### src/common/msr_map.vh
/*
 memory sync / reservation unit constants: opcodes, fields, widths.
 assumes big-endian bit numbering of 32-bit instructions as used by the pipeline.
*/
`ifndef MSR_MAP_VH
`define MSR_MAP_VH
// ==========================================
// primary and extended opcodes
`define MSR_OP_PRIMARY_31 6'h1F
`define MSR_OP_PRIMARY_19 6'h13
`define MSR_XO_SYNC 10'h256
`define MSR_XO_IO_ORDER 10'h356
`define MSR_XO_ISYNC 10'h096
`define MSR_XO_LOAD_RSV 10'h014
`define MSR_XO_STORE_COND 10'h096
`define MSR_XO_COND_READ 10'h013
`define MSR_XO_COND_WRITE 10'h090
`define MSR_XO_FPX_TO_COND 10'h200
`define MSR_XO_SPR_READ 10'h153
// ==========================================
// field positions and widths
`define MSR_GRANULE_LSB 5
`define MSR_XO_BIT25_POS 5
`define MSR_COND_RESET 32'h00000000
`define MSR_RSV_RESET 1'b0
`define MSR_CR0_EQ_POS 29
`endif

### src/hw/msr_gran_cmp.v
/*
 reservation granule comparator.
 assumes addresses are byte addresses from the load/store unit.
*/
`timescale 1ns/1ps
module msr_gran_cmp (
    input wire [31:0] addr_a_i,
    input wire [31:0] addr_b_i,
    output wire hit_o
);
`include "msr_map.vh"
    // low five bits ignored: one aligned 32-byte section
    assign hit_o = (addr_a_i[31:`MSR_GRANULE_LSB] == addr_b_i[31:`MSR_GRANULE_LSB]);
endmodule // msr_gran_cmp

### src/hw/msr_sync_unit.v
/*
 memory synchronisation and reservation unit of the core: barriers, isync flush,
 reservation tracker, condition register moves, time base read decode.
 assumes the pipeline presents one decoded instruction with issue_valid_i and holds it
 while stall_o is high; snoop inputs come from the bus interface on the same clock.
 all pending levels come from logic on the core clock, so none of them is synchronised.
 the unit has no bus port of its own; bus_req_o stays low so the barriers stay local.
*/
`timescale 1ns/1ps
module msr_sync_unit (
    input wire clk_i,
    input wire rst_b_i,
    input wire issue_valid_i,
    input wire [31:0] instr_i,
    input wire [31:0] instr_addr_i,
    input wire [31:0] effective_address_i,
    input wire [31:0] gpr_src_i,
    input wire [31:0] fixed_point_exception_reg_i,
    input wire write_through_i,
    input wire prior_excp_pending_i,
    input wire prior_mem_pending_i,
    input wire prior_touch_xlate_pending_i,
    input wire snoop_write_valid_i,
    input wire [31:0] snoop_addr_i,
    output wire stall_o,
    output reg flush_o,
    output reg [31:0] refetch_addr_o,
    output reg store_perform_o,
    output reg gpr_wr_en_o,
    output reg [31:0] gpr_wr_data_o,
    output reg fpx_clear_o,
    output reg spr_read_o,
    output reg dsi_excp_o,
    output wire bus_req_o,
    output reg [31:0] condition_register_o,
    output reg rsv_valid_o
);
`include "msr_map.vh"
    // ==========================================
    // reset release
    reg rst_s1_reg;
    reg rst_s2_reg;
    always @(posedge clk_i or negedge rst_b_i) begin
        if (!rst_b_i) begin
            rst_s1_reg <= 1'b0;
            rst_s2_reg <= 1'b0;
        end else begin
            rst_s1_reg <= 1'b1;
            rst_s2_reg <= rst_s1_reg;
        end
    end
    wire rst_b = rst_s2_reg;

    // ==========================================
    // decode
    function is_x31;
        input [31:0] ins;
        input [9:0] xo;
        begin
            is_x31 = (ins[31:26] == `MSR_OP_PRIMARY_31) && (ins[10:1] == xo);
        end
    endfunction
    // word bit 25 (big-endian) is instr_i[6], which is bit 5 of the extended opcode
    wire [9:0] xo_nb25 = instr_i[10:1] & 10'h3DF;
    wire dec_sync = issue_valid_i && is_x31(instr_i, `MSR_XO_SYNC);
    wire dec_ioord = issue_valid_i && is_x31(instr_i, `MSR_XO_IO_ORDER);
    wire dec_isync = issue_valid_i && (instr_i[31:26] == `MSR_OP_PRIMARY_19) &&
        (instr_i[10:1] == `MSR_XO_ISYNC);
    wire dec_lrsv = issue_valid_i && is_x31(instr_i, `MSR_XO_LOAD_RSV);
    wire dec_scond = issue_valid_i && is_x31(instr_i, `MSR_XO_STORE_COND);
    wire dec_crrd = issue_valid_i && is_x31(instr_i, `MSR_XO_COND_READ);
    wire dec_crwr = issue_valid_i && is_x31(instr_i, `MSR_XO_COND_WRITE);
    wire dec_xcr = issue_valid_i && is_x31(instr_i, `MSR_XO_FPX_TO_COND);
    // the I/O ordering barrier decodes to nothing: accesses already leave in order
    // and so it neither stalls nor produces any result
    // time base read differs only in bit 25 of the word (xo bit 5)
    wire dec_sprrd = issue_valid_i && (instr_i[31:26] == `MSR_OP_PRIMARY_31) &&
        (xo_nb25 == `MSR_XO_SPR_READ);

    // ==========================================
    // barriers
    // touch loads only block until translated, their bus phase is not awaited
    wire sync_busy = prior_excp_pending_i || prior_mem_pending_i ||
        prior_touch_xlate_pending_i;
    wire isync_busy = prior_excp_pending_i || prior_mem_pending_i;
    assign stall_o = (dec_sync && sync_busy) || (dec_isync && isync_busy);
    // barriers act inside the core only; this unit never requests the bus
    assign bus_req_o = 1'b0;

    // ==========================================
    // reservation
    reg rsv_valid_next;
    reg [31:0] rsv_addr_reg;
    wire snoop_hit;
    msr_gran_cmp u_snoop_cmp (
        .addr_a_i(snoop_addr_i),
        .addr_b_i(rsv_addr_reg),
        .hit_o(snoop_hit)
    );
    always @* begin
        rsv_valid_next = rsv_valid_o;
        if (snoop_write_valid_i && snoop_hit) begin
            rsv_valid_next = 1'b0;
        end
        if (dec_scond) begin
            rsv_valid_next = 1'b0;
        end
        // a new reservation wins over a snoop against the old one
        if (dec_lrsv) begin
            rsv_valid_next = 1'b1;
        end
    end

    // ==========================================
    // field-masked write, one lane per four-bit field
    // lane g follows mask bit 12+g; lanes not selected keep their old value
    wire [31:0] mask_wr_val;
    genvar g;
    generate
        for (g = 0; g < 8; g = g + 1) begin : g_field
            assign mask_wr_val[4*g +: 4] = instr_i[12 + g] ? gpr_src_i[4*g +: 4] :
                condition_register_o[4*g +: 4];
        end
    endgenerate

    // ==========================================
    // condition register and results
    // later writers win in program order: masked write, exception copy, cond store
    reg [31:0] cond_next;
    always @* begin
        cond_next = condition_register_o;
        if (dec_crwr) begin
            cond_next = mask_wr_val;
        end
        if (dec_xcr) begin
            cond_next[(7 - instr_i[25:23])*4 +: 4] = fixed_point_exception_reg_i[31:28];
        end
        if (dec_scond) begin
            // success depends on the flag alone, never on address match
            cond_next[31:28] = {2'b00, rsv_valid_o, fixed_point_exception_reg_i[31]};
        end
    end

    always @(posedge clk_i or negedge rst_b) begin
        if (!rst_b) begin
            rsv_valid_o <= `MSR_RSV_RESET;
            rsv_addr_reg <= 32'h00000000;
            condition_register_o <= `MSR_COND_RESET;
            flush_o <= 1'b0;
            refetch_addr_o <= 32'h00000000;
            store_perform_o <= 1'b0;
            gpr_wr_en_o <= 1'b0;
            gpr_wr_data_o <= 32'h00000000;
            fpx_clear_o <= 1'b0;
            spr_read_o <= 1'b0;
            dsi_excp_o <= 1'b0;
        end else begin
            rsv_valid_o <= rsv_valid_next;
            if (dec_lrsv) begin
                rsv_addr_reg <= effective_address_i;
            end
            condition_register_o <= cond_next;
            flush_o <= dec_isync && !isync_busy;
            refetch_addr_o <= instr_addr_i + 32'h00000004;
            store_perform_o <= dec_scond && rsv_valid_o;
            gpr_wr_en_o <= dec_crrd;
            gpr_wr_data_o <= condition_register_o;
            fpx_clear_o <= dec_xcr;
            spr_read_o <= dec_sprrd;
            // write-through attribute never faults these accesses
            dsi_excp_o <= 1'b0 && write_through_i;
        end
    end
endmodule // msr_sync_unit

### config.mk
export PLATFORM = sky130hd
export DESIGN_NAME = msr_sync_unit
export DESIGN_NICKNAME = d
export VERILOG_FILES = /design/src/hw/msr_gran_cmp.v /design/src/hw/msr_sync_unit.v
export VERILOG_INCLUDE_DIRS = /design/src /design/src/common
export SDC_FILE = /design/constraint.sdc
export NUM_CORES = 1
export LEC_CHECK = 0
export BUFFER_PORTS_ARGS = -buffer_cell sky130_fd_sc_hd__clkbuf_2
export CAP_MARGIN = 10
export CORE_AREA = 2 2 131 133
export CTS_CLUSTER_SIZE = 30
export DETAILED_ROUTE_END_ITERATION = 10
export DIE_AREA = 0 0 133 135
export MAX_ROUTING_LAYER = met4
export SYNTH_ARGS = -nofsm -noshare
export SYNTH_HDL_FRONTEND = slang
export SYNTH_SLANG_ARGS = --single-unit
### constraint.sdc
create_clock -name clk_i -period 12.45 [get_ports clk_i]
set_input_delay 1.8675 -clock clk_i [delete_from_list [all_inputs] [get_ports clk_i]]
set_output_delay 1.8675 -clock clk_i [all_outputs]
set_load 0.02 [all_outputs]
# Word level (Yosys, flattened, before mapping)
# Index checks and enable logic that the tools add are counted.
# W data, S select, Z words.
[word_totals]
regBits = 136
input_bits = 200
word_cells = 68
[classes]
n_addsub = 3
n_eq_ne = 10
shift = 2
muxes = 15
n_reduce_logical = 26
[ops]
columns = ["cell", "count"]
rows = [
  ["$mux W32", 2],
  ["$mux W4", 9],
  ["$neg A32 Y34", 1],
  ["$shift A4 B34 Y32 const A", 1],
  ["$shiftx A4 B34 Y32", 1],
  ["$add A32 B3 Y32 const B", 1],
  ["$bwmux W32", 1],
  ["$eq A27 B27 Y1", 1],
  ["$logic_and A1 B1 Y1", 21],
  ["$eq A10 B10 Y1 const B", 2],
  ["$eq A10 B5 Y1 const B", 2],
  ["$eq A10 B8 Y1 const B", 2],
  ["$eq A6 B5 Y1 const B", 2],
  ["$eq A9 B8 Y1 const B", 1],
  ["$sub A3 B3 Y4 const A", 1],
  ["$logic_or A1 B1 Y1", 3],
  ["$mux W1", 3],
  ["$reduce_bool A3 Y1", 1],
  ["$logic_not A1 Y1", 1],
]

# Logic depth before layout (Yosys ltp)
# Gate-level depths: netlist of the first run.
[depth]
depth_word = 7
mapped_depth = 8
ltp_nobuf = 6

# Modules after synthesis
# Synthesis of the first run repeated with hierarchy kept, for this count alone.
[hier_totals]
cells_unflattened = 456
hier_area_um2 = 5918.2
[modules_own_cells]
columns = ["mod", "instances", "cells_each", "area_per_inst_um2"]
rows = [
  ["msr_sync_unit", 1, 420, 5620.4],
  ["msr_gran_cmp", 1, 36, 297.8],
]

# Worst setup path after synthesis of the first run
# No wires, ideal clock.
[synth_timing]
path_kind = "input port to output port"
startpoint = "input port instr_i[6]"
endpoint = "output port stall_o"
arrival_ns = 3.140
path_slack_ns = 7.443
path_stages = 5
n_path_buf = 1
cell_sequence = "or3_1 > buf_2 > nor4_1 > nand2_1 > a21oi_1"
[synth_between]
elab_chain_len = 5
[synth_lines]
columns = ["item", "line", "source"]
rows = [
  ["start: declaration", "msr_sync_unit.v:14", "input wire [31:0] instr_i,"],
  ["$eq A10 B10 Y1", "msr_sync_unit.v:60", "is_x31 = (ins[31:26] == `MSR_OP_PRIMARY_31) && (ins[10:1] == xo);"],
  ["$logic_and A1 B1 Y1", "msr_sync_unit.v:60", ""],
  ["$logic_and A1 B1 Y1", "msr_sync_unit.v:65", "wire dec_sync = issue_valid_i && is_x31(instr_i, `MSR_XO_SYNC);"],
  ["$logic_and A1 B1 Y1", "msr_sync_unit.v:86", "assign stall_o = (dec_sync && sync_busy) || (dec_isync && isync_busy);"],
  ["$logic_or A1 B1 Y1 (*)", "msr_sync_unit.v:86", ""],
  ["end: declaration", "msr_sync_unit.v:25", "output wire stall_o,"],
]
# Every way passes the cells marked *; elsewhere a longest branch is shown, timed or not.

# Worst setup path in the final report of the first run
# Ends and elaborated chain as after synthesis.

==> impl_metrics.yaml, run 1 <==
run_status:
  status: "complete, no violations"
routing:
  drtIter0Drc: 170
  drt-total-wl_um: 15400
  viasPerCell: 4.67
  vias: 4417
  routedWlPerCell_um: 16.3
  drtAntennaViolNets: 0
  first_pass_iters: 4
  drcViolationCount: 0
cts:
  holdBufCountCts: 0
  clock_latency_ns: 0.41
  htreeDepth: 4
  cts_setup_buffers: 0
  cts.sinks: 131
  clk_path_buf_depth: 2
  cts_root_buf: "clkbuf_16"
  cts_tree: "built"
  cts_made_buffers: 17
  path_clk_slew_ns: 0.05
  cts_resized: 0
die:
  core_mm2: 0.0164
  io_pins: 305
  die_h_um: 135
  start_util_pct: 34.8
  dieArea_mm2: 0.0180
  row_count: 47
  die_w_um: 133
hold_path:
  hold_class: "reg -> reg"
  hp-start: "rst_s1_reg"
  holdPathStages: 0
  hold-path-endpoint: "rst_b"
synth:
  synth-seq-area-share_pct: 57.3
  synth_top_family_by_area: "multiplexers"
  synthAdderAreaFrac_pct: 0.875
  synth_compound_area_share_pct: 1.16
  synth_mux_area_share_pct: 17.4
  synth.avg_cell_area_um2: 13.0
  synthSimpleGateAreaFrac_pct: 13.0
  synth_xor_area_share_pct: 8.43
  synth.distinct_cells: 41
  yosysWarnings: 0
  syn_inst: 439
  yosys_register_bits: 131
  syn_area_mm2: 0.00572
worst_setup_path:
  crit_arrival_ns: 3.33
  reg2reg_to: "rsv_valid_o"
  crit_required_ns: 10.58
  path_max_fanout: 5
  critPathKind: "in -> out"
  r2r_cells: 5
  rrSetupSlack_ns: 10.65
  cp-end-kind: "primary output"
  reg2reg_from: "rsv_addr_reg[31]"
  start_kind: "primary input"
cells_and_area:
  area_growth_pct: 37.6
  num_antenna_cells: 0
  fillers: 1538
  register_area_mm2: 0.00328
  utilization_pct: 47.9
  reg.largest.list: "condition_register_o: 32 flops, gpr_wr_data_o: 32 flops, refetch_addr_o: 32 flops"
  layout_commonest_cell: "clkbuf_2"
  final_cell_mix: "clkbuf_2 (258), dfrtp_1 (130), xnor2_1 (46)"
  multi_input_area_mm2: 0.00236
  final_layout_size_suffix_gt1_share_pct: 47.1
  num-nets-final: 917
sta:
  worst_slew_pin_slew_ns: 0.863
  maxSlewViolCount: 0
  slew_headroom_pct: 42.5
  post-route-min-period_ns: 5.20
  fin_crit_sh_pct: 41.8
  setup_viol: 0
  skew_ns: 0.00572
  setup_tns_ns: 0
  rsz0062_at_grt: "no"
  fmax_mhz: 192
  finalHoldViolCount: 0
power:
  peakVddDrop_mv: 0.0846
  leakagePower_nw: 4.17
  power.density_mw_per_mm2: 131
place:
  io_buffer_count: 258
  place_congestion: 0.892
  hpwlAfterDp_um: 12000
grt:
  grtUsageTotal_pct: 18.1
  grt_max_degree: 68
  grt_pass1_vias: 4866
  antenna_found_initial: 0
  overflow: 0
  grt_pass1_wl_um: 24600
run:
  cap_violations: 0
metrics by stage:
step | hold WS [ns] | power [W] | cell area [µm²] | std cells | setup WS [ns]
2_1_floorplan | 0.331 | 0.000476 | 5720 | 440 | 7.44
3_3_place_gp | 0.340 | 0.000519 | 7250 | 914 | 7.31
3_5_place_dp | 0.339 | 0.000521 | 7250 | 914 | 7.30
4_1_cts | 0.358 | 0.00104 | 7860 | 946 | 7.28
5_1_grt | 0.367 | 0.00107 | 7860 | 946 | 7.14
6_report | 0.355 | 0.00103 | 7860 | 946 | 7.25
cell usage after synthesis:
cell | n | area (µm²)
inv_1 | 5 | 18.8
clkbuf_1 | 2 | 7.51
or3b_2 | 1 | 8.76
and2_1 | 2 | 12.5
buf_6 | 1 | 11.3
nand3_1 | 21 | 105
or4_1 | 1 | 7.51
nand2b_1 | 3 | 18.8
nand4_1 | 15 | 93.8
buf_8 | 1 | 15.0
nand4bb_1 | 1 | 11.3
a2bb2oi_1 | 1 | 8.76
o21a_1 | 1 | 7.51
xor2_1 | 9 | 78.8
or3_1 | 5 | 31.3
mux2_2 | 24 | 270
a21oi_1 | 3 | 15.0
nor4_1 | 4 | 25.0
buf_12 | 1 | 20.0
xnor2_1 | 46 | 403
and3_1 | 4 | 25.0
mux2i_1 | 44 | 440
o2bb2a_1 | 1 | 10.0
ha_1 | 4 | 50.1
o21ai_0 | 5 | 25.0
dfrtp_1 | 131 | 3280
buf_2 | 1 | 5.00
nor4_2 | 4 | 50.1
nand4b_1 | 1 | 8.76
nor3b_1 | 2 | 15.0
nor3_1 | 9 | 45.0
mux2_4 | 19 | 285
nor2b_1 | 4 | 25.0
nand2_1 | 35 | 131
nor4b_1 | 1 | 8.76
and4b_1 | 1 | 10.0
nand3b_1 | 1 | 7.51
nor2_1 | 16 | 60.1
and4_1 | 5 | 43.8
buf_4 | 2 | 15.0
conb_1 | 2 | 7.51
layer usage:
metal | GRT usage (%) | up-vias | wire length, µm
li1 | - | 2085 | -
met1 | 20.8 | 2129 | 6260
met2 | 29.5 | 184 | 7670
met3 | 6.46 | 19 | 1190
met4 | 6.57 | 0 | 275
met5 | - | - | 0
cell families (layout without fill, tap and decap cells):
group	count (synthesis)	after routing
buf+inv	13	299
simple gates	136	136
compound gates	11	11
mux	87	87
xor+xnor	55	55
fa+ha+maj	4	4
other cells	2	3
flops	131	131
area by class of cell:
class,instances,area share (%)
Clock buffer,21,5.86
Sequential cell,131,41.7
Tap cell,220,3.50
Clock inverter,11,1.91
Multi-Input combinational cell,296,30.0
Inverter,5,0.239
Timing Repair Buffer,262,16.8
worst max-delay path by stage:
| stage | depth (start not counted) | slack (ns) | startpoint | end |
|---|---|---|---|---|
| final | 6 | 7.25 | instr_i[6] | stall_o |
| after global routing | 6 | 7.14 | instr_i[6] | stall_o |
| after CTS | 6 | 7.28 | instr_i[6] | stall_o |
| after detailed placement | 6 | 7.30 | instr_i[6] | stall_o |
| after global placement | 6 | 7.31 | instr_i[6] | stall_o |
| after floorplan | 5 | 7.44 | instr_i[6] | stall_o |
critical path, cell delays in order:
cell and delay, ns:
clkbuf_2 0.09, or3_1 0.45, nor4_1 0.43, nand2_1 0.13, a21oi_1 0.18, clkbuf_2 0.19
where the power goes:
| group | switching, W | internal [W] |
|---|---|---|
| combinational | 0.0000421 | 0.0000324 |
| clock | 0.000190 | 0.000327 |
| sequential | 0.00000554 | 0.000432 |
Power figures use the tool's default switching activity.
==> run 2: changes to the inputs <==
- PLACE_DENSITY: not set -> 0.67
- clock period: 12.45 -> 4.5 ns (I/O delays scaled with it)
==> impl_metrics.yaml, run 2 (synthesis results as in run 1) <==
run_status:
  status: "complete, no violations"
cts:
  path_clk_slew_ns: 0.05
  clk_path_buf_depth: 2
  cts_tree: "built"
  cts_made_buffers: 17
  cts.sinks: 131
  cts_resized: 0
  clock_latency_ns: 0.41
  holdBufCountCts: 0
  cts_root_buf: "clkbuf_16"
  cts_setup_buffers: 0
  htreeDepth: 4
worst_setup_path:
  crit_arrival_ns: 2.07
  cp-end-kind: "primary output"
  crit_buf_inv: 2
  crit_chain: "clkbuf_2 > or3_1 > nor4_1 > nand2_1 > a21oi_1 > clkbuf_2"
  slowest_delay_ns: 0.45
  cp_top_family: "simple AND/OR/NAND/NOR gates"
  crit_path_top_delay_cell: "or3_1"
  path_max_fanout: 5
  crit_required_ns: 3.83
  worst_path_most_repeated_cell: "clkbuf_2"
  critPathKind: "in -> out"
  start_kind: "primary input"
cells_and_area:
  final_layout_size_suffix_gt1_share_pct: 47.2
  num-nets-final: 918
  fillers: 1509
  num_antenna_cells: 0
  final_cell_mix: "clkbuf_2 (258), dfrtp_1 (130), xnor2_1 (46)"
  area_growth_pct: 36.9
  register_area_mm2: 0.00328
  reg.largest.list: "condition_register_o: 32 flops, gpr_wr_data_o: 32 flops, refetch_addr_o: 32 flops"
  multi_input_area_mm2: 0.00236
  layout_commonest_cell: "clkbuf_2"
routing:
  top_layer: "met4"
  wl_met3_um: 969
  drtAntennaViolNets: 0
  m1WireLength_um: 6490
  wl_met2_um: 7330
  viasPerCell: 4.62
  routedWlPerCell_um: 15.9
  drtIter0Drc: 229
  drcViolationCount: 0
  vias: 4366
  drt-total-wl_um: 15000
  first_pass_iters: 4
sta:
  rsz0062_at_grt: "no"
  slew_headroom_pct: 38.0
  post-route-min-period_ns: 2.75
  skew_ns: 0.00553
  fmax_mhz: 364
  setup_viol: 0
  fin_crit_sh_pct: 61.1
  worst_slew_pin_slew_ns: 0.930
  finalWorstSetupSlack_ns: 1.75
  maxSlewViolCount: 0
  finalHoldViolCount: 0
  setup_tns_ns: 0
run:
  cap_violations: 0
die:
  core_mm2: 0.0164
  io_pins: 305
  dieArea_mm2: 0.0180
  die_h_um: 135
  start_util_pct: 34.8
  die_w_um: 133
  row_count: 47
power:
  p_int_w: 0.00212
  peakVddDrop_mv: 0.233
  leakagePower_nw: 4.15
  power_switching_w: 0.000624
  p_total_w: 0.00274
  pwr-share-seq_pct: 44.2
  power.density_mw_per_mm2: 350
  switching_share_pct: 22.7
  clkPwrFrac_pct: 48.4
  p_comb_share_pct: 7.3
hold_path:
  hold_class: "in -> async"
grt:
  grt_max_degree: 70
  antenna_found_initial: 0
  grtUsageTotal_pct: 17.4
  overflow: 0
  grt_pass1_vias: 4550
  grt_pass1_wl_um: 23500
place:
  pre_cts_slack_ns: 1.35
  hpwlAfterDp_um: 11600
  io_buffer_count: 258
  place_congestion: 0.852
run 2: changes by cell type in the layout (fill, tap and decap cells not counted), sizes merged:
cell,change
clkinvlp,+2
inv,-3
buf,+1
clkinv,+1
bufinv,-1
clkbuf,-1
run 2: final timing paths:
| check | from | end | slack, ns | cells past startpoint |
|---|---|---|---|---|
| worst max-delay path | instr_i[6] | stall_o | 1.75 | 6 |
| worst min-delay path | rst_b_i | rst_s1_reg | 0.04 | 1 |
| worst max register to register | rsv_addr_reg[24] | rsv_valid_o | 2.62 | 5 |
| worst min register to register | rst_s1_reg | rst_b | 0.35 | 0 |
| max in group asynchronous | rst_b | refetch_addr_o[30] | 3.06 | 1 |
| min in group clk_i | rst_s1_reg | rst_b | 0.35 | 0 |
run 2: worst register-to-register path: cells and delay by family (launching register included):
family,cells,cell delay [ns]
simple gates,3,1.01
compound gates,1,0.15
xor+xnor,1,0.20
flops,1,0.38
run 2: cell type report:
cell class | instances | area share, %
inverter | 5 | 0.240
clock buffer | 20 | 5.83
timing repair buffer | 263 | 17.0
tap | 220 | 3.52
sequential | 131 | 41.9
multi-input combinational | 296 | 30.1
clock inverter | 10 | 1.41
run 2: through the flow:
stage                     cells  hold WS (ns)  area [µm²]  utilization, %
after global placement      915         0.338        7260            44.3
after global routing        945        0.0234        7830            47.7
final                       945        0.0438        7830            47.7
after CTS                   945        0.0227        7830            47.7
after floorplan             440         0.331        5720               -
after detailed placement    915         0.342        7260            44.3
run 2: routing by layer:
| metal | global-route usage, % | vias to the layer above |
|---|---|---|
| li1 | - | 2095 |
| met1 | 21.8 | 2088 |
| met2 | 27.5 | 167 |
| met3 | 5.07 | 16 |
| met4 | 5.32 | 0 |
| met5 | - | - |
run 2: power groups by stage:
stage / clock network (W) / registers, W / logic (W)
after floorplan: 0 / 0.00126 / 0.0000560
after global placement: 0 / 0.00123 / 0.000200
after detailed placement: 0 / 0.00124 / 0.000203
after CTS: 0.00136 / 0.00121 / 0.000204
after global routing: 0.00142 / 0.00122 / 0.000222
final: 0.00133 / 0.00121 / 0.000201
